==> src/pulse_input_params.svh <==
// Offsets, field positions, reset values and timing for the mode block.
`ifndef PULSE_INPUT_PARAMS_SVH
`define PULSE_INPUT_PARAMS_SVH
`define OFS_ANALOG_CFG  4'h0
`define OFS_CHA_CFG     4'h1
`define OFS_STATUS      4'h2
`define OFS_COUNT_B0    4'h4
`define OFS_COUNT_B1    4'h5
`define OFS_COUNT_B2    4'h6
`define OFS_COUNT_B3    4'h7
`define RST_ANALOG_CFG  8'h08
`define RST_CHA_CFG     8'h00
`define FLD_TOP_LO      6
`define FLD_MID_LO      3
`define FLD_OPT_LO      0
`define CLK_HZ          25000000
`define DEB_INPUT_US    5000
`define XDEB_UNIT_US    2500
`define PACE_MIN_MS     700
`define PACE_STEP_S     1
`define FREQ_IDLE_S     1
`define FREQ_DECAY_S    100
`endif

==> src/pulse_input_pkg.sv <==
// Types shared by the channel A pulse input and analogue mode logic.
package pulse_input_pkg;
	// One octal mode field: top digit, middle digit, option digit.
	typedef struct packed {
		logic [1:0] top;
		logic [2:0] mid;
		logic [2:0] opt;
	} cfg_s;

	// Channel A input modes.
	typedef enum logic [1:0] {
		IN_PLAIN,
		IN_COUNT,
		IN_FREQ,
		IN_RSVD
	} in_mode_e;

	// Analogue output modes.
	typedef enum logic [2:0] {
		AO_DRIVER,
		AO_NORMAL,
		AO_CLKRST,
		AO_BCD,
		AO_RSVD
	} ana_mode_e;

	// Frequency measurement progress.
	typedef enum logic {
		F_WAIT,
		F_RUN
	} freq_state_e;
endpackage : pulse_input_pkg

==> src/pulse_input_mode_control.sv <==
// Channel A pulse input, counter, frequency and analogue mode control.
//
// How it works
// - Top digit picks restore or clear of count, with or without linearizing.
// - Linearizing uses table one, after scaling and offset.
// - Middle digit picks plain input, counter, frequency; 3 to 7 reserved.
// - Plain options: none, capture, log, log plus gated interval; 4 reserved.
// - Plain options 5 to 7 equal 1 to 3 with 5 ms debounce.
// - Counter option 0 counts up; option 4 adds debounce.
// - Options 1 and 5 use channel B as direction; B on counts down.
// - Options 2 and 6 count only while channel B is on.
// - Debounce window of 5 ms after each count edge, count input only.
// - Frequency option 0 decays toward zero, zero within 100 seconds.
// - Frequency option 1 forces zero after one second without pulses.
// - Channel B use by channel A overrides channel B's own mode.
// - Analogue modes needing input pins override counter and input modes.
// - Analogue top digit: 0 rejects 60 Hz, 1 rejects 50 Hz.
// - Analogue middle digit: driver pacing, normal, clock/reset, BCD.
// - Driver pacing gap is 700 ms, or 1 to 7 seconds.
// - Clock/reset transfer clock debounce: none, 2.5 to 200 ms.
// - BCD option 0 gives 12-bit outputs, option 1 32-bit outputs.
// - BCD option 1: codes 0 to 9 pick totals; 10 to 15 use source pointer.
`include "pulse_input_params.svh"

module pulse_input_mode_control
	import pulse_input_pkg::*;
#(
	parameter logic [31:0] DEB_CYC =
		32'(`DEB_INPUT_US * (`CLK_HZ / 1000000)),
	parameter logic [31:0] XDEB_UNIT_CYC =
		32'(`XDEB_UNIT_US * (`CLK_HZ / 1000000)),
	parameter logic [31:0] PACE_MIN_CYC =
		32'(`PACE_MIN_MS * (`CLK_HZ / 1000)),
	parameter logic [31:0] PACE_STEP_CYC =
		32'(`PACE_STEP_S * `CLK_HZ),
	parameter logic [31:0] FREQ_IDLE_CYC =
		32'(`FREQ_IDLE_S * `CLK_HZ),
	parameter logic [31:0] FREQ_DECAY_CYC =
		32'(64'(`FREQ_DECAY_S) * 64'(`CLK_HZ))
) (
	// Clock and reset.
	input  wire logic        core_clk,
	input  wire logic        rst_b,
	// Register port.
	input  wire logic [3:0]  reg_addr,
	input  wire logic [7:0]  reg_wdata,
	input  wire logic        reg_wr,
	input  wire logic        reg_rd,
	output logic      [7:0]  reg_rdata,
	// Field and controller inputs.
	input  wire logic        pulse_input_a,
	input  wire logic        pulse_input_b,
	input  wire logic        transfer_clock_pin,
	input  wire logic [3:0]  bcd_select,
	// Power-up count restore.
	input  wire logic        power_up_load,
	input  wire logic [31:0] saved_count,
	// Channel A results.
	output logic      [31:0] count_value,
	output logic      [31:0] freq_period,
	output logic             capture_trigger,
	output logic             log_trigger,
	output logic             gated_log_active,
	output logic             lin_enable,
	output logic      [2:0]  lin_table_sel,
	output logic             chan_b_claimed,
	// Analogue output control.
	output logic             mains_50hz,
	output logic             pins_claimed,
	output logic             driver_clock,
	output logic             xfer_clock_pulse,
	output logic             out1_wide,
	output logic             out2_total_en,
	output logic      [3:0]  out2_total_sel,
	output logic             out2_use_pointer
);

	// Rising edge of a sampled level.
	function automatic logic rise(input logic prev, input logic cur);
		rise = cur & ~prev;
	endfunction : rise

	// Gap between driver clock pulses for an option digit.
	function automatic logic [31:0] pace_cycles(input logic [2:0] opt);
		if (opt == 3'h0) begin
			pace_cycles = PACE_MIN_CYC;
		end else begin
			pace_cycles = 32'(opt * PACE_STEP_CYC);
		end
	endfunction : pace_cycles

	// Transfer clock debounce length in 2.5 ms units.
	function automatic logic [31:0] xdeb_cycles(input logic [2:0] opt);
		logic [6:0] mult;
		case (opt)
			3'h0: mult = 7'h00;
			3'h1: mult = 7'h01;
			3'h2: mult = 7'h02;
			3'h3: mult = 7'h04;
			3'h4: mult = 7'h0A;
			3'h5: mult = 7'h14;
			3'h6: mult = 7'h28;
			default: mult = 7'h50;
		endcase
		xdeb_cycles = 32'(mult * XDEB_UNIT_CYC);
	endfunction : xdeb_cycles

	cfg_s        ana_cfg;
	cfg_s        cha_cfg;
	in_mode_e    in_mode;
	ana_mode_e   ana_mode;
	freq_state_e freq_state;
	logic        a_prev;
	logic        x_prev;
	logic        claim;
	logic        a_take;
	logic        deb_sel;
	logic [31:0] deb_cnt;
	logic [31:0] xdeb_cnt;
	logic [31:0] pace_cnt;
	logic [31:0] since;
	logic [31:0] period;
	logic [31:0] next_freq;
	logic [7:0]  status;

	// Input mode decode; 3 to 7 leave the pin a plain level.
	// input mode decode
	always_comb begin
		case (cha_cfg.mid)
			3'h0: in_mode = IN_PLAIN;
			3'h1: in_mode = IN_COUNT;
			3'h2: in_mode = IN_FREQ;
			default: in_mode = IN_RSVD;
		endcase
	end

	// Analogue mode decode.
	// output mode decode
	always_comb begin
		case (ana_cfg.mid)
			3'h0: ana_mode = AO_DRIVER;
			3'h1: ana_mode = AO_NORMAL;
			3'h2: ana_mode = AO_CLKRST;
			3'h3: ana_mode = AO_BCD;
			default: ana_mode = AO_RSVD;
		endcase
	end

	// Transfer modes own the input pins and silence channel A.
	// pin takeover
	assign claim = (ana_mode == AO_CLKRST) | (ana_mode == AO_BCD);

	// Debounce is the high option bit in plain and counter modes.
	// debounce select
	assign deb_sel = cha_cfg.opt[2] & (in_mode != IN_FREQ);

	// An edge is taken unless the pins are claimed or debounce holds it.
	// count edge accept
	assign a_take = rise(a_prev, pulse_input_a) & ~claim &
		(~deb_sel | (deb_cnt == 32'h0));

	// Status byte for software.
	assign status = {chan_b_claimed, pins_claimed, lin_enable,
		mains_50hz, freq_period == 32'h0, pulse_input_a,
		pulse_input_b, freq_state == F_RUN};

	// Configuration writes.
	always_ff @(posedge core_clk) begin
		if (!rst_b) begin
			ana_cfg <= `RST_ANALOG_CFG;
			cha_cfg <= `RST_CHA_CFG;
		end else if (reg_wr) begin
			if (reg_addr == `OFS_ANALOG_CFG) begin
				ana_cfg <= reg_wdata;
			end
			if (reg_addr == `OFS_CHA_CFG) begin
				cha_cfg <= reg_wdata;
			end
		end
	end

	// Read data stand for one cycle after the strobe; unmapped reads zero.
	always_ff @(posedge core_clk) begin
		if (!rst_b) begin
			reg_rdata <= 8'h00;
		end else if (reg_rd) begin
			case (reg_addr)
				`OFS_ANALOG_CFG: reg_rdata <= ana_cfg;
				`OFS_CHA_CFG:    reg_rdata <= cha_cfg;
				`OFS_STATUS:     reg_rdata <= status;
				`OFS_COUNT_B0:   reg_rdata <= count_value[7:0];
				`OFS_COUNT_B1:   reg_rdata <= count_value[15:8];
				`OFS_COUNT_B2:   reg_rdata <= count_value[23:16];
				`OFS_COUNT_B3:   reg_rdata <= count_value[31:24];
				default:         reg_rdata <= 8'h00;
			endcase
		end else begin
			reg_rdata <= 8'h00;
		end
	end

	// Edge history of the sampled inputs.
	always_ff @(posedge core_clk) begin
		if (!rst_b) begin
			a_prev <= 1'b0;
			x_prev <= 1'b0;
		end else begin
			a_prev <= pulse_input_a;
			x_prev <= transfer_clock_pin;
		end
	end

	// Leading-edge debounce window on the channel A input only.
	// debounce window
	always_ff @(posedge core_clk) begin
		if (!rst_b) begin
			deb_cnt <= 32'h0;
		end else if (a_take && deb_sel) begin
			deb_cnt <= DEB_CYC;
		end else if (deb_cnt != 32'h0) begin
			deb_cnt <= deb_cnt - 32'h1;
		end
	end

	// Plain input side functions; option 4 decodes to none.
	// capture and log
	always_ff @(posedge core_clk) begin
		if (!rst_b) begin
			capture_trigger  <= 1'b0;
			log_trigger      <= 1'b0;
			gated_log_active <= 1'b0;
		end else begin
			capture_trigger  <= a_take && in_mode == IN_PLAIN &&
				cha_cfg.opt[1:0] == 2'h1;
			log_trigger      <= a_take && in_mode == IN_PLAIN &&
				cha_cfg.opt[1];
			gated_log_active <= ~claim && in_mode == IN_PLAIN &&
				cha_cfg.opt[1:0] == 2'h3 && pulse_input_a;
		end
	end

	// Count update; power-up load restores or clears.
	always_ff @(posedge core_clk) begin
		if (!rst_b) begin
			count_value <= 32'h0;
		end else if (power_up_load) begin
			count_value <= cha_cfg.top[0] ? 32'h0 : saved_count;
		end else if (a_take && in_mode == IN_COUNT) begin
			case (cha_cfg.opt[1:0])
				2'h0: count_value <= count_value + 32'h1;
				2'h1: begin
					if (pulse_input_b) begin
						count_value <= count_value - 32'h1;
					end else begin
						count_value <= count_value + 32'h1;
					end
				end
				2'h2: begin
					if (pulse_input_b) begin
						count_value <= count_value + 32'h1;
					end
				end
				default: count_value <= count_value;
			endcase
		end
	end

	// Frequency period capture between accepted edges.
	always_ff @(posedge core_clk) begin
		if (!rst_b) begin
			freq_state <= F_WAIT;
			since      <= 32'h0;
			period     <= 32'h0;
		end else if (in_mode != IN_FREQ || cha_cfg.opt[2:1] != 2'h0) begin
			freq_state <= F_WAIT;
			since      <= 32'h0;
			period     <= 32'h0;
		end else if (a_take) begin
			case (freq_state)
				F_WAIT: freq_state <= F_RUN;
				F_RUN:  period <= since + 32'h1;
				default: freq_state <= F_WAIT;
			endcase
			since <= 32'h0;
		end else if (since != 32'hFFFFFFFF) begin
			since <= since + 32'h1;
		end
	end

	// Reported period; zero means zero frequency.
	always_comb begin
		next_freq = 32'h0;
		if (freq_state == F_RUN && period != 32'h0) begin
			if (cha_cfg.opt[0]) begin
				if (since < FREQ_IDLE_CYC) begin
					next_freq = period;
				end
			end else if (since < FREQ_DECAY_CYC) begin
				next_freq = (since > period) ? since : period;
			end
		end
	end

	always_ff @(posedge core_clk) begin
		if (!rst_b) begin
			freq_period <= 32'h0;
		end else begin
			freq_period <= next_freq;
		end
	end

	// Linearization and channel B ownership flags.
	always_ff @(posedge core_clk) begin
		if (!rst_b) begin
			lin_enable     <= 1'b0;
			lin_table_sel  <= 3'h0;
			chan_b_claimed <= 1'b0;
			pins_claimed   <= 1'b0;
			mains_50hz     <= 1'b0;
		end else begin
			lin_enable     <= cha_cfg.top[1];
			lin_table_sel  <= 3'h0;
			chan_b_claimed <= ~claim && in_mode == IN_COUNT &&
				(cha_cfg.opt[1:0] == 2'h1 || cha_cfg.opt[1:0] == 2'h2);
			pins_claimed   <= claim;
			mains_50hz     <= ana_cfg.top == 2'h1;
		end
	end

	// Driver clock pacing pulses.
	// pacing delay
	always_ff @(posedge core_clk) begin
		if (!rst_b) begin
			pace_cnt     <= 32'h0;
			driver_clock <= 1'b0;
		end else if (ana_mode != AO_DRIVER) begin
			pace_cnt     <= 32'h0;
			driver_clock <= 1'b0;
		end else if (pace_cnt >= pace_cycles(ana_cfg.opt) - 32'h1) begin
			pace_cnt     <= 32'h0;
			driver_clock <= 1'b1;
		end else begin
			pace_cnt     <= pace_cnt + 32'h1;
			driver_clock <= 1'b0;
		end
	end

	// Transfer clock edges with hold-off debounce.
	// clock debounce
	always_ff @(posedge core_clk) begin
		if (!rst_b) begin
			xdeb_cnt         <= 32'h0;
			xfer_clock_pulse <= 1'b0;
		end else if (ana_mode != AO_CLKRST) begin
			xdeb_cnt         <= 32'h0;
			xfer_clock_pulse <= 1'b0;
		end else if (rise(x_prev, transfer_clock_pin) &&
				xdeb_cnt == 32'h0) begin
			xdeb_cnt         <= xdeb_cycles(ana_cfg.opt);
			xfer_clock_pulse <= 1'b1;
		end else begin
			if (xdeb_cnt != 32'h0) begin
				xdeb_cnt <= xdeb_cnt - 32'h1;
			end
			xfer_clock_pulse <= 1'b0;
		end
	end

	// BCD output routing.
	always_ff @(posedge core_clk) begin
		if (!rst_b) begin
			out1_wide        <= 1'b0;
			out2_total_en    <= 1'b0;
			out2_total_sel   <= 4'h0;
			out2_use_pointer <= 1'b0;
		end else begin
			out1_wide        <= ana_mode == AO_BCD && ana_cfg.opt == 3'h1;
			out2_total_en    <= ana_mode == AO_BCD && ana_cfg.opt == 3'h1 &&
				bcd_select <= 4'h9;
			out2_total_sel   <= (bcd_select <= 4'h9) ? bcd_select : 4'h0;
			out2_use_pointer <= ana_mode == AO_BCD && ana_cfg.opt == 3'h1 &&
				bcd_select > 4'h9;
		end
	end
endmodule : pulse_input_mode_control

==> config.mk <==
export PLATFORM = sky130hd
export DESIGN_NAME = pulse_input_mode_control
export DESIGN_NICKNAME = d
export VERILOG_FILES = /design/src/pulse_input_pkg.sv /design/src/pulse_input_mode_control.sv
export VERILOG_INCLUDE_DIRS = /design/src /design/src/src
export SDC_FILE = /design/constraint.sdc
export NUM_CORES = 1
export LEC_CHECK = 0
export ABC_CLOCK_PERIOD_IN_PS = 10000
export BUFFER_PORTS_ARGS = -buffer_cell sky130_fd_sc_hd__buf_2
export CAP_MARGIN = 25
export CORE_ASPECT_RATIO = 0.5
export CORE_MARGIN = 3
export CORE_UTILIZATION = 60
export DETAILED_ROUTE_END_ITERATION = 10
export PLACE_DENSITY_LB_ADDON = 0.12
export SLEW_MARGIN = 15
export SYNTH_ARGS = -nofsm -noshare
export SYNTH_HDL_FRONTEND = slang
export SYNTH_SLANG_ARGS = --single-unit
==> constraint.sdc <==
create_clock -name core_clk -period 10 [get_ports core_clk]
set_clock_uncertainty 0.15 [all_clocks]
set_input_delay 0.5 -clock core_clk [delete_from_list [all_inputs] [get_ports core_clk]]
set_output_delay 0.5 -clock core_clk [all_outputs]
set_load 0.1 [all_outputs]
; ---- Word-level counts from Yosys, hierarchy flattened
; Index checks and enable logic that the tools add are counted.
[word_totals]
register_bits = 267
latch_bits = 0
mem_bits_rw = 0
rom_bits = 0
output_inout_bits = 91
mem_count = 0
[op_classes]
addsub = 7
multipliers = 2
n_div = 0
n_lt_le_gt_ge = 6
eq_ne = 28
shift = 0
muxes = 26
bitwise_logic = 12
n_reduce_logical = 49
[op_table]
columns = op, n
row1 = $mux W32, 11
row2 = $sub A32 B1 Y32 const B, 4
row3 = $add A32 B1 Y32 const B, 3
row4 = $logic_not A32 Y1, 3
row5 = $pmux W32 S3, 1
row6 = $reduce_bool A32 Y1, 3
row7 = $pmux W8 S7, 1
row8 = $pmux W7 S7, 1
row9 = $mux W23, 2
row10 = $mux W17, 2
row11 = $ge A32 B32 Y1, 1
row12 = $gt A32 B32 Y1, 1
row13 = $lt A32 B25 Y1 const B, 1
row14 = $lt A32 B32 Y1 const B, 1
row15 = $ne A32 B32 Y1 const B, 1
row16 = $mux W28, 1
row17 = $mul A3 B19 Y22 const B, 1
row18 = $eq A3 B2 Y1 const B, 7
row19 = $mul A7 B14 Y21 const B, 1
row20 = $mux W7, 3
row21 = $eq A4 B3 Y1 const B, 4
row22 = $logic_and A1 B1 Y1, 15
row23 = $pmux W3 S4, 1
row24 = $reduce_and A2 Y1, 6
row25 = other kinds (26), 55

; ---- Logic depth before layout (Yosys ltp)
; Gate-level depths: netlist (run 1).
[logic_depth]
depth_word = 10
mapped_depth = 22

; ---- Least setup slack after synthesis (run 1)
; No wires, ideal clock.
[synth_path]
path_type = flip-flop to flip-flop
start = register ana_cfg[0] (netlist name)
end = register xdeb_cnt[22]
setup_ns = 0.124
arrival_time_ns = 5.219
t_required_ns = 9.726
slack_ns = 4.507
stages_incl_launch_ff = 22
n_path_buf = 0
cell_sequence = dfxtp_1 -> inv_1 -> ha_1 -> nand2_1 -> ha_1 -> nor2b_1 -> o21ai_1 -> o21ai_0 -> fa_1 -> inv_1 -> ha_1 -> inv_1 -> fa_1 -> fa_1 -> inv_1 -> ha_1 -> and2_1 -> a31o_2 -> o41ai_1 -> o21ai_0 -> xnor2_1 -> o22ai_1
[synth_via]
elab_chain_cells = 7
elab_cells_between_ends = 13
classes_between = mul: 1 / eq/ne: 6 / mux: 5 / reduce/logical: 1
[synth_lines]
columns = item, line_no
row1 = "start, declared", pulse_input_mode_control.sv:108  ; cfg_s ana_cfg;
row2 = "start signal, assigned", pulse_input_mode_control.sv:170  ; ana_cfg <= `RST_ANALOG_CFG;
row3 = "start signal, assigned", pulse_input_mode_control.sv:174  ; ana_cfg <= reg_wdata;
row4 = "$eq A3 B3 Y1, or another cell as far along", pulse_input_mode_control.sv:95  ; case (opt)
row5 = $pmux W7 S7 *, pulse_input_mode_control.sv:95
row6 = $mux W7 *, pulse_input_mode_control.sv:357  ; end else if (rise(x_prev, transfer_clock_pin) &&
row7 = $mux W7 *, pulse_input_mode_control.sv:354  ; end else if (ana_mode != AO_CLKRST) begin
row8 = $mux W7 *, pulse_input_mode_control.sv:351  ; if (!rst_b) begin
row9 = $mul A7 B14 Y21 *, pulse_input_mode_control.sv:105  ; xdeb_cycles = 32'(mult * XDEB_UNIT_CYC);
row10 = $mux W23 *, pulse_input_mode_control.sv:357
row11 = "end signal, assigned", pulse_input_mode_control.sv:359  ; xdeb_cnt <= xdeb_cycles(ana_cfg.opt);
row12 = "end signal, assigned", pulse_input_mode_control.sv:363  ; xdeb_cnt <= xdeb_cnt - 32'h1;
row13 = "end, declared", pulse_input_mode_control.sv:119  ; logic [31:0] xdeb_cnt;
; Every way passes the cells marked *; elsewhere a longest branch is shown, timed or not. The select of a mux whose other input is x is not followed.
; A chain may end at the register's enable or synchronous reset.

; ---- Worst setup path in the final report (run 1)
[layout_path]
start = register ana_cfg[2] (netlist name)
end = register xdeb_cnt[22]
; Same word-level chain as after synthesis.

==> results of run 1 <==
## placed cells by master, fill, tap and decap left out, drive strengths merged, types with 7 or more instances in the layout
master / instances
o22ai: 13
mux2i: 29
or4: 20
a21o: 22
a31oi: 21
xnor2: 71
nor3: 98
o211ai: 9
a22oi: 8
and2: 16
nor2b: 14
a21oi: 146
ha: 124
nand3: 65
and3: 33
or2: 7
or3: 21
xor2: 71
o21a: 12
o31ai: 10
nor4: 55
nand2: 125
a22o: 36
inv: 100
nand4: 40
nand2b: 18
fa: 9
nor2: 199
clkbuf: 36
nor4b: 8
o21ai: 70
buf: 157
and4: 9
dfxtp: 267
a211oi: 53
## sequential cells by signal (all words and copies together), names as in the netlist, 4 cells and up
| signal | flops |
|---|---|
| since | 32 |
| count_value | 32 |
| cha_cfg | 8 |
| period | 32 |
| pace_cnt | 32 |
| deb_cnt | 32 |
| ana_cfg | 8 |
| xdeb_cnt | 32 |
| out2_total_sel | 4 |
| reg_rdata | 8 |
| freq_period | 32 |
## path summary, 6_finish.rpt
check	end	slack, ps	startpoint
worst max-delay path	xdeb_cnt[22]	3870	ana_cfg[2]
worst max register to register	xdeb_cnt[22]	3870	ana_cfg[2]
worst min-delay path	out2_total_sel[0]	40	bcd_select[0]
worst min register to register	mains_50hz	320	ana_cfg[7]
## power breakdown
part           leakage [nW]  total [mW]  switching [mW]  internal, mW
clock                 0.374       0.918           0.425         0.493
combinational          5.02       0.613           0.380         0.233
sequential             2.16        1.20          0.0705          1.12
total                  7.55        2.73           0.876          1.85
## routing by layer
layer,global-route usage,up-vias,share of wire
li1,-,7356,-
met5,0,-,0
met1,0.404,7155,0.45
met2,0.504,524,0.46
met4,0.0928,0,0.029
met3,0.0433,94,0.061
## repair_timing
item                      CTS  global route
buffers inserted            0             0
hold buffers                3             0
hold endpoints to repair    3             0
## kinds of logic after synthesis
family                     after synthesis  share of synthesized area
and+or+nand+nor                        751                      0.234
xor gates and xnor gates               142                     0.0765
DFF                                    267                      0.329
muxes                                   37                     0.0248
adders and majority gates              133                      0.106
other                                    2                   0.000462
buffers and inverters                  210                     0.0507
AOI/OAI and AO/OA                      446                      0.178
## layout make-up
| class | instances | area (µm²) |
|---|---|---|
| Clock buffer | 36 | 706 |
| Timing Repair Buffer | 160 | 871 |
| Clock inverter | 8 | 63.8 |
| Fill cell | 2193 | 7980 |
| Tap cell | 344 | 430 |
| Inverter | 99 | 372 |
| Sequential cell | 267 | 5350 |
| Multi-Input combinational cell | 1514 | 10100 |
==> results.yml, run 1 <==
clocking:
  worstSkewPairLatency_ps: 560
  cts_buffers: 24
  cts.path.max_buffers: 3
  cts_tree: "built"
  cts_htree_levels: 1
  cts.sinks: 267
  root_buffer: "clkbuf_16"
  clkTransAtPathRegs_ps: 70
  ctsResizeCount: 0
logic_synthesis:
  synth_edf_count: 0
  syn_inst: 1988
  avgSynthCellArea_um2: 8.18
  yosys-top-cells-count: "dfxtp_1 (267), nor2_1 (199), a21oi_1 (146), nand2_1 (125), ha_1 (124)"
  synth_top_flop_cell: "dfxtp_1"
  yosys.area.top_type: "dfxtp_1"
  synth_top_area_frac: 0.329
  ys_seq_area_frac: 0.329
  synth_area_leaders: "dfxtp_1 (33%), ha_1 (9.5%), nor2_1 (4.6%)"
  async_flop_share: 0
  yosysWarnings: 0
  syn_area_mm2: 0.0163
  ys_ff_latch: 267
  synthDistinctLibCells: 76
  synth_most_common_cell: "dfxtp_1"
final_layout:
  antenna_cells: 0
  fin_cells: 2428
  final_core_util: 0.692
  fin_area_mm2: 0.0179
  drive_above_1_share: 0.110
  areaGrowthSynthToFinish_pct: 10.2
  num-nets-final: 2255
grt:
  antenna_found_initial: 0
  grt_pass1_wl_um: 72400
  grt_max_degree: 65
  overflow: 0
  grt_use_total: 0.300
  grt_pass1_vias: 14100
timing:
  fmax_mhz: 163
  fin_crit_sh: 0.613
  relSlewSlack: 0.333
  fin_crit_ps: 6130
  holdWs_ps: 35.5
  tightest_slew_ps: 995
  rsz0062_at_grt: "no"
  final_hold_viol_count: 0
  finalSetupViolCount: 0
  fin_tns_setup_ps: 0
  final_max_slew_viol_count: 0
  fin_ws_ps: 3870
place:
  place_hpwl_um: 32900
  place_congestion: 0.936
  post_dp_cell_area_mm2: 0.0171
  io_buffer_count: 143
  pre_cts_slack_ps: 3950
  place_inst: 2380
pwr:
  peakVddDrop_v: 0.000250
  fin_total_pwr_mw: 2.73
  powerDensity_mw_per_mm2: 152
  cellLeakagePower_nw: 7.55
job:
  maxCapViolCount: 0
floorplan:
  die_h_um: 122
  die_w_um: 239
  rows: 41
  core_mm2: 0.0259
  floorplan.initialDensity: 0.628
  dieArea_mm2: 0.0292
  ioPinCount: 147
critical_path:
  r2r_cells: 19
  required_ps: 10270
  worstPathCellList: "nand2_1, ha_1, nor2b_1, o21ai_1, o21ai_0, fa_1, inv_1, ha_1, inv_1, fa_1, fa_1, inv_1, ha_1, and2_1, a31o_2, o41ai_1, o21ai_0, xnor2_1, o22ai_1"
  critPathLaunchType: "register"
  worstPathArrival_ps: 6400
  critical_path_depth: 19
  worstSetupEndpointType: "register"
  critPathSlowestCell: "dfxtp_1"
  path_buf_inv: 3
  crit_fanout: 22
  critPathKind: "reg -> reg"
  max_stage_delay_ps: 810
  path_delay_family: "adder cells"
detailed_routing:
  wl_um: 45000
  wire_per_inst_um: 18.5
  first_pass_iters: 6
  vias: 15100
  drt-initial-drc-count: 1417
  drcViolationCount: 0
  postRouteAntennaNets: 0
  via_per_inst: 6.23
worst_hold_path:
  worstHoldPathType: "in -> reg"
  holdPathStages: 2
outcome:
  run_status: "finished, final reports clean"
No activity file was read; power rests on OpenSTA's default activity.
==> run 2: changes to the inputs <==
Settings changed: ABC_CLOCK_PERIOD_IN_PS 10000 to 5090, CORE_UTILIZATION 60 to 55.
Clock period 10 ns to 5.09 ns, I/O delays scaled along.
==> run 2 against run 1 <==
First-iteration DRC count fell by 2.0%. Sequential power rose by 95%. Clock-buffer cell count fell by 4. Maximum frequency rose by 25%. Critical path type unchanged. Utilization fell by 2.6 points. Largest cell class unchanged. Register-to-register slack got worse by 3700 ps. Routed wire length rose by 3.0%. Worst hold slack improved by 0.97 ps. Sequential share of layout area fell by 1.5 points. Non-clock buffer count rose by 70. Critical path depth rose by 2.
==> results.yml, run 2 (synthesized netlist as in run 1, its figures left out) <==
outcome:
  run_status: "finished, final reports clean"
critical_path:
  required_ps: 5370
  critPathLaunchType: "register"
  crit_fanout: 8
  worstPathArrival_ps: 5180
  path_delay_family: "adder cells"
  reg2reg_from: "ana_cfg[1]"
  r2r_cells: 21
  critPathSlowestCell: "fa_2"
  worstSetupEndpointType: "register"
  critPathKind: "reg -> reg"
  worstPathCellList: "buf_4, fa_2, ha_1, fa_2, and4b_1, a211oi_2, nor3_1, nor3_2, o21a_1, nand3_1, xnor2_1, ha_1, nand2_1, nor3_2, o311ai_0, o21ai_1, o21ai_0, a21oi_2, buf_6, clkbuf_16, nor3_1"
  r2r_slack_ps: 190
  r2r_end: "pace_cnt[17]"
  max_stage_delay_ps: 490
  path_buf_inv: 3
clocking:
  cts.path.max_buffers: 3
  cts_htree_levels: 1
  worstSkewPairLatency_ps: 560
  root_buffer: "clkbuf_16"
  cts_buffers: 25
  cts.sinks: 267
  cts_tree: "built"
  clkTransAtPathRegs_ps: 70
grt:
  grt_max_degree: 45
  antenna_found_initial: 2
  overflow: 0
  grt_pass1_wl_um: 74300
  grt_use_total: 0.279
  grt_pass1_vias: 14000
detailed_routing:
  first_pass_iters: 5
  wire_per_inst_um: 18.2
  vias: 15200
  met2_length_um: 21000
  wl_um: 46300
  wl_met1_um: 21300
  maxUsedRoutingLayer: "met4"
  drcViolationCount: 0
  postRouteAntennaNets: 0
  routed-wl-met3_um: 2450
  drt-initial-drc-count: 1388
  via_per_inst: 6.01
timing:
  tightest_slew_ps: 1010
  relSlewSlack: 0.308
  final_max_slew_viol_count: 0
  fin_ws_ps: 189
  fin_crit_ps: 4900
  fin_crit_sh: 0.963
  final_hold_viol_count: 0
  fmax_mhz: 204
  finalSetupViolCount: 0
floorplan:
  core_mm2: 0.0284
  die_w_um: 249
  dieArea_mm2: 0.0318
  die_h_um: 128
  floorplan.initialDensity: 0.573
  rows: 43
  ioPinCount: 147
job:
  maxCapViolCount: 0
final_layout:
  drive_above_1_share: 0.131
  multiInputGateArea_mm2: 0.0103
  register_area_mm2: 0.00535
  final_cell_mix: "dfxtp_1 (264), nor2_1 (198), a21oi_1 (145), buf_2 (143), nand2_1 (125)"
  num-nets-final: 2326
  final_core_util: 0.666
  areaGrowthSynthToFinish_pct: 16.3
  fin_cells: 2538
  nFillCells: 2477
  final_common_cell: "dfxtp_1"
place:
  place_inst: 2435
  place_congestion: 0.956
  io_buffer_count: 143
  place_hpwl_um: 32800
  pre_cts_slack_ps: 5.50
worst_hold_path:
  worstHoldStart: "reg_addr[2]"
  holdPathStages: 3
  worstHoldPathType: "in -> reg"
  hold_end: "reg_rdata[1]"
pwr:
  cellLeakagePower_nw: 7.96
  peakVddDrop_v: 0.000382
  powerDensity_mw_per_mm2: 293
run 2: stage by stage:
stage | hold slack [ps] | area [µm²] | setup TNS (ps) | power, mW
after detailed placement | 296 | 17300 | 0 | 3.55
after global placement | 290 | 17300 | 0 | 3.55
final | 36.4 | 18900 | 0 | 5.55
after CTS | 8.39 | 18700 | 0 | 5.56
after floorplan | 180 | 16300 | 0 | 3.32
after global routing | 65.7 | 18900 | -937 | 5.81
run 2: where the power goes:
group	leakage, nW	internal (mW)	switching [mW]
clock	0.405	1.11	0.873
combinational	5.40	0.485	0.736
sequential	2.16	2.21	0.132
total	7.96	3.81	1.74
run 2: cell type report:
cell class / instances / area share
Multi-Input combinational cell: 1514 / 0.543
Antenna cell: 2 / 0.000265
Timing Repair Buffer: 230 / 0.0832
Sequential cell: 267 / 0.283
Inverter: 99 / 0.0198
Clock inverter: 12 / 0.00899
Clock buffer: 32 / 0.0360
Tap cell: 382 / 0.0253
run 2: per-layer routing:
layer  track usage  up-vias
met2         0.455      468
met5             0        -
met3        0.0348      104
li1              -     7506
met4        0.0937        0
met1         0.387     7168
run 2: tightest hold or removal path: cells and delay by family:
kind | cells | cell delay (ps)
compound gates | 1 | 60
simple gates | 1 | 140
buf+inv | 1 | 230
run 2: worst max-delay path by stage:
stage	startpoint	to	depth (start not counted)
3_3_place_gp	ana_cfg[1]	pace_cnt[12]	21
4_1_cts	ana_cfg[0]	xdeb_cnt[22]	21
5_1_grt	ana_cfg[1]	pace_cnt[10]	21
2_1_floorplan	ana_cfg[2]	xdeb_cnt[22]	20
6_report	ana_cfg[1]	pace_cnt[17]	21
3_5_place_dp	ana_cfg[0]	xdeb_cnt[22]	21
run 2: timing repair:
item                       CTS  global route
cloned                       0             3
hold endpoints to repair    59             0
gates resized for setup      2            30
setup endpoints to repair   15            39
hold buffers                50             0
pin swaps                    0             6
setup buffers                0             3
==> run 3: changes to the inputs <==
Settings changed: CORE_ASPECT_RATIO 0.5 to 1.25.
==> run 3 against run 2 <==
Die area shrank 0.35%. Critical endpoint is now xdeb_cnt[19]. Maximum frequency grew 1.6%. Sequential power is essentially flat. Clock power grew 12%. Combinational power is essentially flat. Final area grew 0.99%.
==> results.yml, run 3 (synthesized netlist as in run 1, its figures left out) <==
place:
  place_hpwl_um: 34400
  post_dp_cell_area_mm2: 0.0174
  place_congestion: 0.964
  io_buffer_count: 143
  pre_cts_slack_ps: -16.9
  place_inst: 2446
critical_path:
  required_ps: 5380
  worstSetupEndpointType: "register"
  crit_fanout: 5
  critPathKind: "reg -> reg"
  worstPathArrival_ps: 5110
  critPathLaunchType: "register"
timing:
  tightest_slew_ps: 938
  finalSetupViolCount: 0
  final_max_slew_viol_count: 0
  fin_tns_setup_ps: 0
  final_hold_viol_count: 0
  fin_ws_ps: 268
  relSlewSlack: 0.372
  fin_crit_ps: 4820
  fmax_mhz: 207
  fin_crit_sh: 0.947
  holdWs_ps: 49.7
final_layout:
  fin_area_mm2: 0.0191
  drive_above_1_share: 0.135
  fin_cells: 2554
  num-nets-final: 2327
  areaGrowthSynthToFinish_pct: 17.4
  final_common_cell: "dfxtp_1"
  final_cell_mix: "dfxtp_1 (265), nor2_1 (198), a21oi_1 (145), buf_2 (143), nand2_1 (125)"
  final_core_util: 0.665
  nFillCells: 2438
grt:
  grt_use_total: 0.287
  overflow: 0
  grt_max_degree: 44
  antenna_found_initial: 4
  grt_pass1_vias: 14800
  grt_pass1_wl_um: 75900
floorplan:
  dieArea_mm2: 0.0317
  ioPinCount: 147
  die_h_um: 198
  rows: 69
  die_w_um: 160
  core_mm2: 0.0287
  floorplan.initialDensity: 0.566
job:
  maxCapViolCount: 0
detailed_routing:
  drcViolationCount: 0
  wire_per_inst_um: 18.7
  drt-initial-drc-count: 1190
  first_pass_iters: 5
  via_per_inst: 6.09
  postRouteAntennaNets: 0
  vias: 15500
  wl_um: 47700
clocking:
  worstSkewPairLatency_ps: 550
  root_buffer: "clkbuf_16"
  clkTransAtPathRegs_ps: 60
  cts.sinks: 267
  cts_tree: "built"
  cts.path.max_buffers: 3
  cts_buffers: 28
  cts_htree_levels: 1
pwr:
  powerDensity_mw_per_mm2: 303
  cellLeakagePower_nw: 8.05
  peakVddDrop_v: 0.000415
  fin_total_pwr_mw: 5.79
outcome:
  run_status: "finished, final reports clean"
worst_hold_path:
  worstHoldPathType: "in -> reg"
[run 3: path summary, 6_finish.rpt]
| path | cells after the start | startpoint | to | slack [ps] |
|---|---|---|---|---|
| setup / recovery | 21 | ana_cfg[1] | xdeb_cnt[19] | 270 |
| hold / removal | 3 | reg_addr[2] | reg_rdata[4] | 50 |
| setup reg to reg | 21 | ana_cfg[1] | xdeb_cnt[19] | 270 |
| hold reg to reg | 1 | ana_cfg[7] | mains_50hz | 310 |
[run 3: worst max-delay path, cell delays in order (launching register included)]
cell and delay [ps]:
dfxtp_4 370, inv_4 80, ha_2 190, nand2_1 80
ha_1 200, nor2b_2 180, o21ai_2 80, o21ai_2 100
fa_1 540, inv_1 60, ha_1 270, inv_1 40
fa_1 460, fa_1 510, inv_1 60, ha_4 170
or3_4 410, a311oi_2 280, nor2_1 90, nor2_1 150
xor2_1 160, o22ai_1 90
[run 3: what timing repair did]
item / 4_1_cts / 5_1_grt
hold endpoints to repair: 59 / 0
gates resized for setup: 1 / 34
hold buffers: 49 / 0
pin swaps: 0 / 7
buffers inserted: 0 / 1
setup endpoints to repair: 33 / 39
gates cloned: 0 / 1
[run 3: area by class of cell]
cell class | instances | area (µm²) | area share
Antenna cell | 4 | 10.0 | 0.000524
Clock buffer | 36 | 792 | 0.0415
Clock inverter | 16 | 226 | 0.0119
Inverter | 99 | 377 | 0.0197
Multi-Input combinational cell | 1514 | 10300 | 0.539
Sequential cell | 267 | 5350 | 0.280
Tap cell | 390 | 488 | 0.0255
Timing Repair Buffer | 228 | 1560 | 0.0814
[run 3: routing by layer]
layer  wire length (µm)  vias up  global-route usage
li1                   -     7482                   -
met3               2430      142              0.0276
met5                  0        -                   0
met1              19700     7374               0.358
met2              23300      545               0.504
met4               2280        0               0.129
[run 3: where the power goes]
group / internal (mW) / switching [mW] / leakage (nW)
clock network: 1.36 / 0.875 / 0.489
registers: 2.21 / 0.132 / 2.16
logic: 0.484 / 0.727 / 5.40
total: 4.05 / 1.73 / 8.05
